## src/rtl/pin_mux_pkg.sv

```systemverilog
package pin_mux_pkg;
  // register indices; byte address is four times the index
  localparam logic [7:0] timer_mode_index = 8'hee;
  localparam logic [7:0] analog_index = 8'hef;
  localparam logic [7:0] port1_mode_index = 8'heb;
  localparam logic [7:0] status_index = 8'hf8;
  localparam int addr_width = 12;
  localparam logic [11:0] timer_mode_addr = {2'b00, timer_mode_index, 2'b00};
  localparam logic [11:0] analog_addr = {2'b00, analog_index, 2'b00};
  localparam logic [11:0] port1_mode_addr = {2'b00, port1_mode_index, 2'b00};
  localparam logic [11:0] status_addr = {2'b00, status_index, 2'b00};
  // timer_pin_output_mode fields
  localparam int timer_out_select_bit = 7;
  localparam int timer_out_enable_bit = 6;
  localparam int fixed_rate_select_bit = 5;
  localparam int variable_rate_select_bit = 4;
  localparam logic [3:0] timer_mode_reset = 4'h0;
  localparam logic [3:0] timer_mode_unused = 4'hf;
  // port1_mode_register field
  localparam int irq5_pin_select_bit = 5;
  localparam logic [7:0] port1_mode_reset = 8'h00;
  localparam logic [7:0] analog_reset = 8'h00;
  // fixed rates: clock/2048 and clock/1024
  localparam int slow_divide = 2048;
  localparam int fast_divide = 1024;
  localparam int div_width = $clog2(slow_divide);
  localparam int slow_tap = $clog2(slow_divide) - 1;
  localparam int fast_tap = $clog2(fast_divide) - 1;

  typedef enum logic [2:0] {
    mode_gpio,
    mode_low,
    mode_fixed,
    mode_variable,
    mode_irq
  } pin_mode_type;

  typedef struct packed {
    logic psel;
    logic penable;
    logic pwrite;
    logic [addr_width-1:0] paddr;
    logic [31:0] pwdata;
    logic [3:0] pstrb;
  } apb_request_type;

  typedef struct packed {
    logic pready;
    logic [31:0] prdata;
    logic pslverr;
  } apb_answer_type;
endpackage : pin_mux_pkg

```

## src/rtl/port_mode_pin_function_select.sv

```systemverilog
`timescale 1ns/1ps
// How it works
// - interrupt select 1 makes pin an interrupt input; all selects 0 give plain I/O
// - timer output selected but not enabled drives the pin constantly low
// - fixed wave is clock/2048 with rate bit 0, clock/1024 with it 1
// - variable mode inverts the pin on each timer overflow, rate bit ignored
// - timer mode register: upper four bits reset 0 and read/write, lower read 1
// - eight write-only analog selects, 1 analog, 0 digital, all reset 0
module port_mode_pin_function_select
  import pin_mux_pkg::*;
(
  input wire logic clock,
  input wire logic srst,
  input wire apb_request_type apb_req,
  output apb_answer_type apb_ans,
  input wire logic timer_overflow,
  input wire logic gpio_data,
  input wire logic gpio_dir,
  input wire logic port1_bit5_in,
  output logic port1_bit5_out,
  output logic port1_bit5_oe,
  output logic port1_bit5_data,
  output logic irq5_level,
  output logic [7:0] analog_channel_select
);

  logic [3:0] timer_mode;
  logic [7:0] port1_mode;
  logic [div_width-1:0] div_cnt;
  logic toggle;
  logic pin_sync1;
  logic pin_sync2;
  pin_mode_type mode;

  wire logic setup = apb_req.psel && !apb_req.penable;
  wire logic access = apb_req.psel && apb_req.penable && apb_ans.pready;
  wire logic lane0 = apb_req.pwrite && apb_req.pstrb[0];
  wire logic hit_timer = apb_req.paddr == timer_mode_addr;
  wire logic hit_analog = apb_req.paddr == analog_addr;
  wire logic hit_port1 = apb_req.paddr == port1_mode_addr;
  wire logic hit_status = apb_req.paddr == status_addr;
  wire logic hit_any = hit_timer || hit_analog || hit_port1 || hit_status;
  wire logic wr_timer = access && lane0 && hit_timer;
  wire logic wr_analog = access && lane0 && hit_analog;
  wire logic wr_port1 = access && lane0 && hit_port1;

  wire logic irq5_sel = port1_mode[irq5_pin_select_bit];
  wire logic out_sel = timer_mode[timer_out_select_bit - 4];
  wire logic out_en = timer_mode[timer_out_enable_bit - 4];
  wire logic fast = timer_mode[fixed_rate_select_bit - 4];
  wire logic var_rate = timer_mode[variable_rate_select_bit - 4];

  // interrupt select outranks every timer bit
  wire pin_mode_type next_mode =
    irq5_sel ? mode_irq :
    !out_sel ? mode_gpio :
    !out_en ? mode_low :
    var_rate ? mode_variable : mode_fixed;

  wire logic wave = fast ? div_cnt[fast_tap] : div_cnt[slow_tap];

  logic next_out;
  logic next_oe;
  always_comb begin
    next_out = 1'b0;
    next_oe = 1'b0;
    case (next_mode)
      mode_gpio: begin
        next_out = gpio_data;
        next_oe = gpio_dir;
      end
      mode_low: begin
        next_out = 1'b0;
        next_oe = 1'b1;
      end
      mode_fixed: begin
        next_out = wave;
        next_oe = 1'b1;
      end
      mode_variable: begin
        next_out = toggle;
        next_oe = 1'b1;
      end
      mode_irq: begin
        next_out = 1'b0;
        next_oe = 1'b0;
      end
      default: begin
        next_out = 1'b0;
        next_oe = 1'b0;
      end
    endcase
  end

  wire logic [7:0] status_word = {3'b000, port1_bit5_out, port1_bit5_oe, mode};
  wire logic [7:0] read_byte =
    hit_timer ? {timer_mode, timer_mode_unused} :
    hit_port1 ? port1_mode :
    hit_status ? status_word : 8'h00;

  // bus answer is prepared in setup, so every access has no wait state
  always_ff @(posedge clock) begin
    if (srst) begin
      apb_ans <= '0;
    end else begin
      apb_ans.pready <= setup;
      apb_ans.pslverr <= setup && !hit_any;
      apb_ans.prdata <= setup ? {24'h00_0000, read_byte} : 32'h0000_0000;
    end
  end

  always_ff @(posedge clock) begin
    if (srst) begin
      timer_mode <= timer_mode_reset;
    end else if (wr_timer) begin
      timer_mode <= apb_req.pwdata[7:4];
    end
  end

  always_ff @(posedge clock) begin
    if (srst) begin
      analog_channel_select <= analog_reset;
    end else if (wr_analog) begin
      analog_channel_select <= apb_req.pwdata[7:0];
    end
  end

  always_ff @(posedge clock) begin
    if (srst) begin
      port1_mode <= port1_mode_reset;
    end else if (wr_port1) begin
      port1_mode <= apb_req.pwdata[7:0];
    end
  end

  // free running, never reloaded, so both rates stay at half duty
  always_ff @(posedge clock) begin
    if (srst) begin
      div_cnt <= '0;
    end else begin
      div_cnt <= div_cnt + 1'b1;
    end
  end

  // restarts low whenever variable mode is left
  always_ff @(posedge clock) begin
    if (srst) begin
      toggle <= 1'b0;
    end else if (next_mode != mode_variable) begin
      toggle <= 1'b0;
    end else if (timer_overflow) begin
      toggle <= !toggle;
    end
  end

  always_ff @(posedge clock) begin
    if (srst) begin
      pin_sync1 <= 1'b0;
      pin_sync2 <= 1'b0;
    end else begin
      pin_sync1 <= port1_bit5_in;
      pin_sync2 <= pin_sync1;
    end
  end

  always_ff @(posedge clock) begin
    if (srst) begin
      mode <= mode_gpio;
      port1_bit5_out <= 1'b0;
      port1_bit5_oe <= 1'b0;
      port1_bit5_data <= 1'b0;
      irq5_level <= 1'b1;
    end else begin
      mode <= next_mode;
      port1_bit5_out <= next_out;
      port1_bit5_oe <= next_oe;
      port1_bit5_data <= pin_sync2;
      // idle high keeps a deselected interrupt quiet
      irq5_level <= (next_mode == mode_irq) ? pin_sync2 : 1'b1;
    end
  end

  // attempts at the edge that leaves reset would see reset values, so skip it
  logic last_srst;
  always_ff @(posedge clock) begin
    last_srst <= srst;
  end
endmodule : port_mode_pin_function_select

```

## config.mk

```make
export PLATFORM = sky130hd
export DESIGN_NAME = port_mode_pin_function_select
export DESIGN_NICKNAME = d
export VERILOG_FILES = /design/src/rtl/pin_mux_pkg.sv /design/src/rtl/port_mode_pin_function_select.sv
export SDC_FILE = /design/constraint.sdc
export NUM_CORES = 1
export LEC_CHECK = 0
export BUFFER_PORTS_ARGS = -buffer_cell sky130_fd_sc_hd__buf_2
export CAP_MARGIN = 10
export CORE_MARGIN = 4
export CORE_UTILIZATION = 40
export DETAILED_ROUTE_END_ITERATION = 10
export PLACE_DENSITY = 0.78
export REMOVE_ABC_BUFFERS = 1
export SETUP_SLACK_MARGIN = 0.4
export SYNTH_ARGS = -nofsm -noshare
export SYNTH_HDL_FRONTEND = slang
export SYNTH_SLANG_ARGS = --single-unit
export TNS_END_PERCENT = 50
```

## constraint.sdc

```tcl
create_clock -name clock -period 1.7 [get_ports clock]
set_input_delay 0.085 -clock clock [delete_from_list [all_inputs] [get_ports clock]]
set_output_delay 0.085 -clock clock [all_outputs]
set_load 0.1 [all_outputs]
```

==> metrics <==
area grow syn2layout 16.4%; top cells by area, synth dfxtp_1 (46%), buf_4 (8.5%), nand3_1 (5.7%); initial antenna violation count 0; die width 82.3 um; number of synthesized flops with an enable pin 0; unrepaired setup endpoints after global routing yes; Worst Hold Depth 2; fmax 824 MHz; worst-case clock skew 0.00243 ns; Clk Latency, worst-skew pair 0.30 ns; Total Power 2.45 mW; routed vias 1819; Critical Path AT 1.40 ns; Synth Warn # 0; Max FO, Critical Path 4; most common cell in the netlist dfxtp_1; initial DRC count 118; sequential element share of the synthesized area 46.2%; dpl hpwl 3410 um; PortBufs 51; pwr/cell area 950 nW/um^2; Reg clk slew, reported paths 0.08 ns; Setup Fix Bufs, Post-CTS 0; ys async rst share 0%; boundary pin count 103; Row Count 26; Max stage delay on crit path 0.37 ns; Max rail drop VDD 0.513 mV; grt ovf 0; die area 6780 sq um; DRT Pass-1 Iters 4; vias in the first global route 1621; DR vias/cell 4.96; largest net degree at the start of global routing 39; Max-Cap Viols 0; Yosys reg bits 51; Slowest cell on crit path dfxtp_2; share of cells above drive strength 1 24.6%; Top FF cell, synth dfxtp_1; crit path kind flip-flop to flip-flop; Worst Setup End Kind flip-flop; Core Area 5240 sq um; critical path startpoint category flip-flop; Setup TNS 0 ns; Slew Limit Fails 0; leak pwr 1.09 nW; status complete, no violations; gr usage total 14.2%; Final Routed Wirelength 4710 um; synth unique cells 38; CTS Sinks 51; most frequent cells after synthesis dfxtp_1 (51), buf_4 (25), nand3_1 (25), nor2_1 (22), o21ai_0 (22); CP cell instances ha_2, and4_4, nand4_1, xor2_1, nor2_1; fin crit share 71.4%; Layout Nets 354; CTS tree yes; Mapped Cells 245; crit path time final 1.21 ns; area leader, netlist dfxtp_1; Initial Util 42.2%; CP required 1.88 ns; syn avg cell area 9.02 sq um; Max H-tree Level 2; CTS Buf Count 5; Mapped Area 2210 sq um; Die H 82.3 um; GP Congestion 0.799; clk root buf clkbuf_8; first-pass GRT wire length 7440 um; Routed WL per cell 12.8 um; type of the tightest min-delay check primary input to flip-flop; Yosys top cell area share 46.2%; Diodes inserted 0; Setup violations, final 0; worst hold slack 0.00694 ns; Register-to-Register Path Depth 5; endpoints failing hold 0; Clock Tree Buf Depth 2; # DRC 0; Post-DRT Antenna Nets 0
worst max-delay path: cells and delay by family (launching register included):
kind	cells	cell delay, ns
xor+xnor	1	0.14
fa+ha+maj	1	0.21
simple gates	3	0.40
flops	1	0.37
final timing paths:
path | end | slack, ns | startpoint
max reg2reg | div_cnt[8]$_SDFF_PP0_ | 0.49 | div_cnt[0]$_SDFF_PP0_
min reg2reg | irq5_level$_SDFF_PP1_ | 0.43 | pin_sync2$_SDFF_PP0_
max | div_cnt[8]$_SDFF_PP0_ | 0.49 | div_cnt[0]$_SDFF_PP0_
min | pin_sync1$_SDFF_PP0_ | 0.007 | port1_bit5_in
through the flow:
stage	instances	cell area [sq um]	utilization, %	setup slack (ns)
CTS	366	2550	48.7	0.437
global route	367	2570	49.1	0.395
global placement	358	2430	46.5	0.408
detailed placement	358	2430	46.5	0.385
finish	367	2570	49.1	0.486
floorplan	233	2060	-	-0.325
repair_timing:
action,in CTS,in global routing
hold buffers,0,1
endpoints found under the setup margin,0,16
gates resized for setup,0,8
hold endpoints to repair,0,1
layout make-up:
type / instances / area, sq um
Clock buffer: 6 / 82.6
Sequential cell: 51 / 1020
Multi-Input combinational cell: 181 / 1040
Timing Repair Buffer: 56 / 299
Inverter: 1 / 3.75
Fill cell: 493 / 2660
Tap cell: 70 / 87.6
Clock inverter: 2 / 35.0
registers in the layout (all words and copies together), names as in the netlist:
| signal | count |
|---|---|
| irq5_level | 1 |
| toggle | 1 |
| port1_bit5_out | 1 |
| pin_sync1 | 1 |
| timer_mode | 4 |
| port1_bit5_data | 1 |
| port1_mode | 8 |
| div_cnt | 11 |
| pin_sync2 | 1 |
| apb_ans | 10 |
| port1_bit5_oe | 1 |
| mode | 3 |
| analog_channel_select | 8 |
cells by family (layout without fill, tap and decap cells):
group | after synthesis | in the layout | synth area share, %
AOI/OAI and AO/OA | 51 | 51 | 12.9
xor gates and xnor gates | 10 | 10 | 3.96
adders and majority gates | 1 | 1 | 0.566
buffers and inverters | 36 | 65 | 10.8
DFF | 51 | 51 | 46.2
muxes | 2 | 2 | 0.906
other | 1 | 24 | 0.170
and+or+nand+nor | 93 | 93 | 24.5
power breakdown:
group          internal (mW)  leakage, nW  switching [mW]
combinational         0.0535        0.614           0.326
clock                  0.476       0.0612           0.374
sequential              1.21        0.413         0.00848
total                   1.74         1.09           0.708
metal layers:
layer  GRT usage [%]  wire length [um]  vias to the layer above
li1                -                 -                      922
met1            19.4              2140                      827
met2            21.3              2150                       63
met3            2.39               322                        7
met4            7.48                90                        0
met5               0                 0                        -
cell usage in the layout (no fill, tap or decap), types with 2 or more instances in the layout:
cell type,instances
a21oi_1,20
a221oi_1,4
a22oi_1,3
and3_1,6
and4bb_2,3
buf_2,51
buf_4,3
clkbuf_8,6
conb_1,24
dfxtp_1,49
dfxtp_2,2
mux2i_1,2
nand2_1,8
nand2b_1,4
nand3_1,25
nand4_1,3
nor2_1,22
nor2b_1,7
nor3_1,3
o21ai_0,19
o21ai_1,3
xor2_1,9
Note: power is estimated with default switching activity, not from simulation.
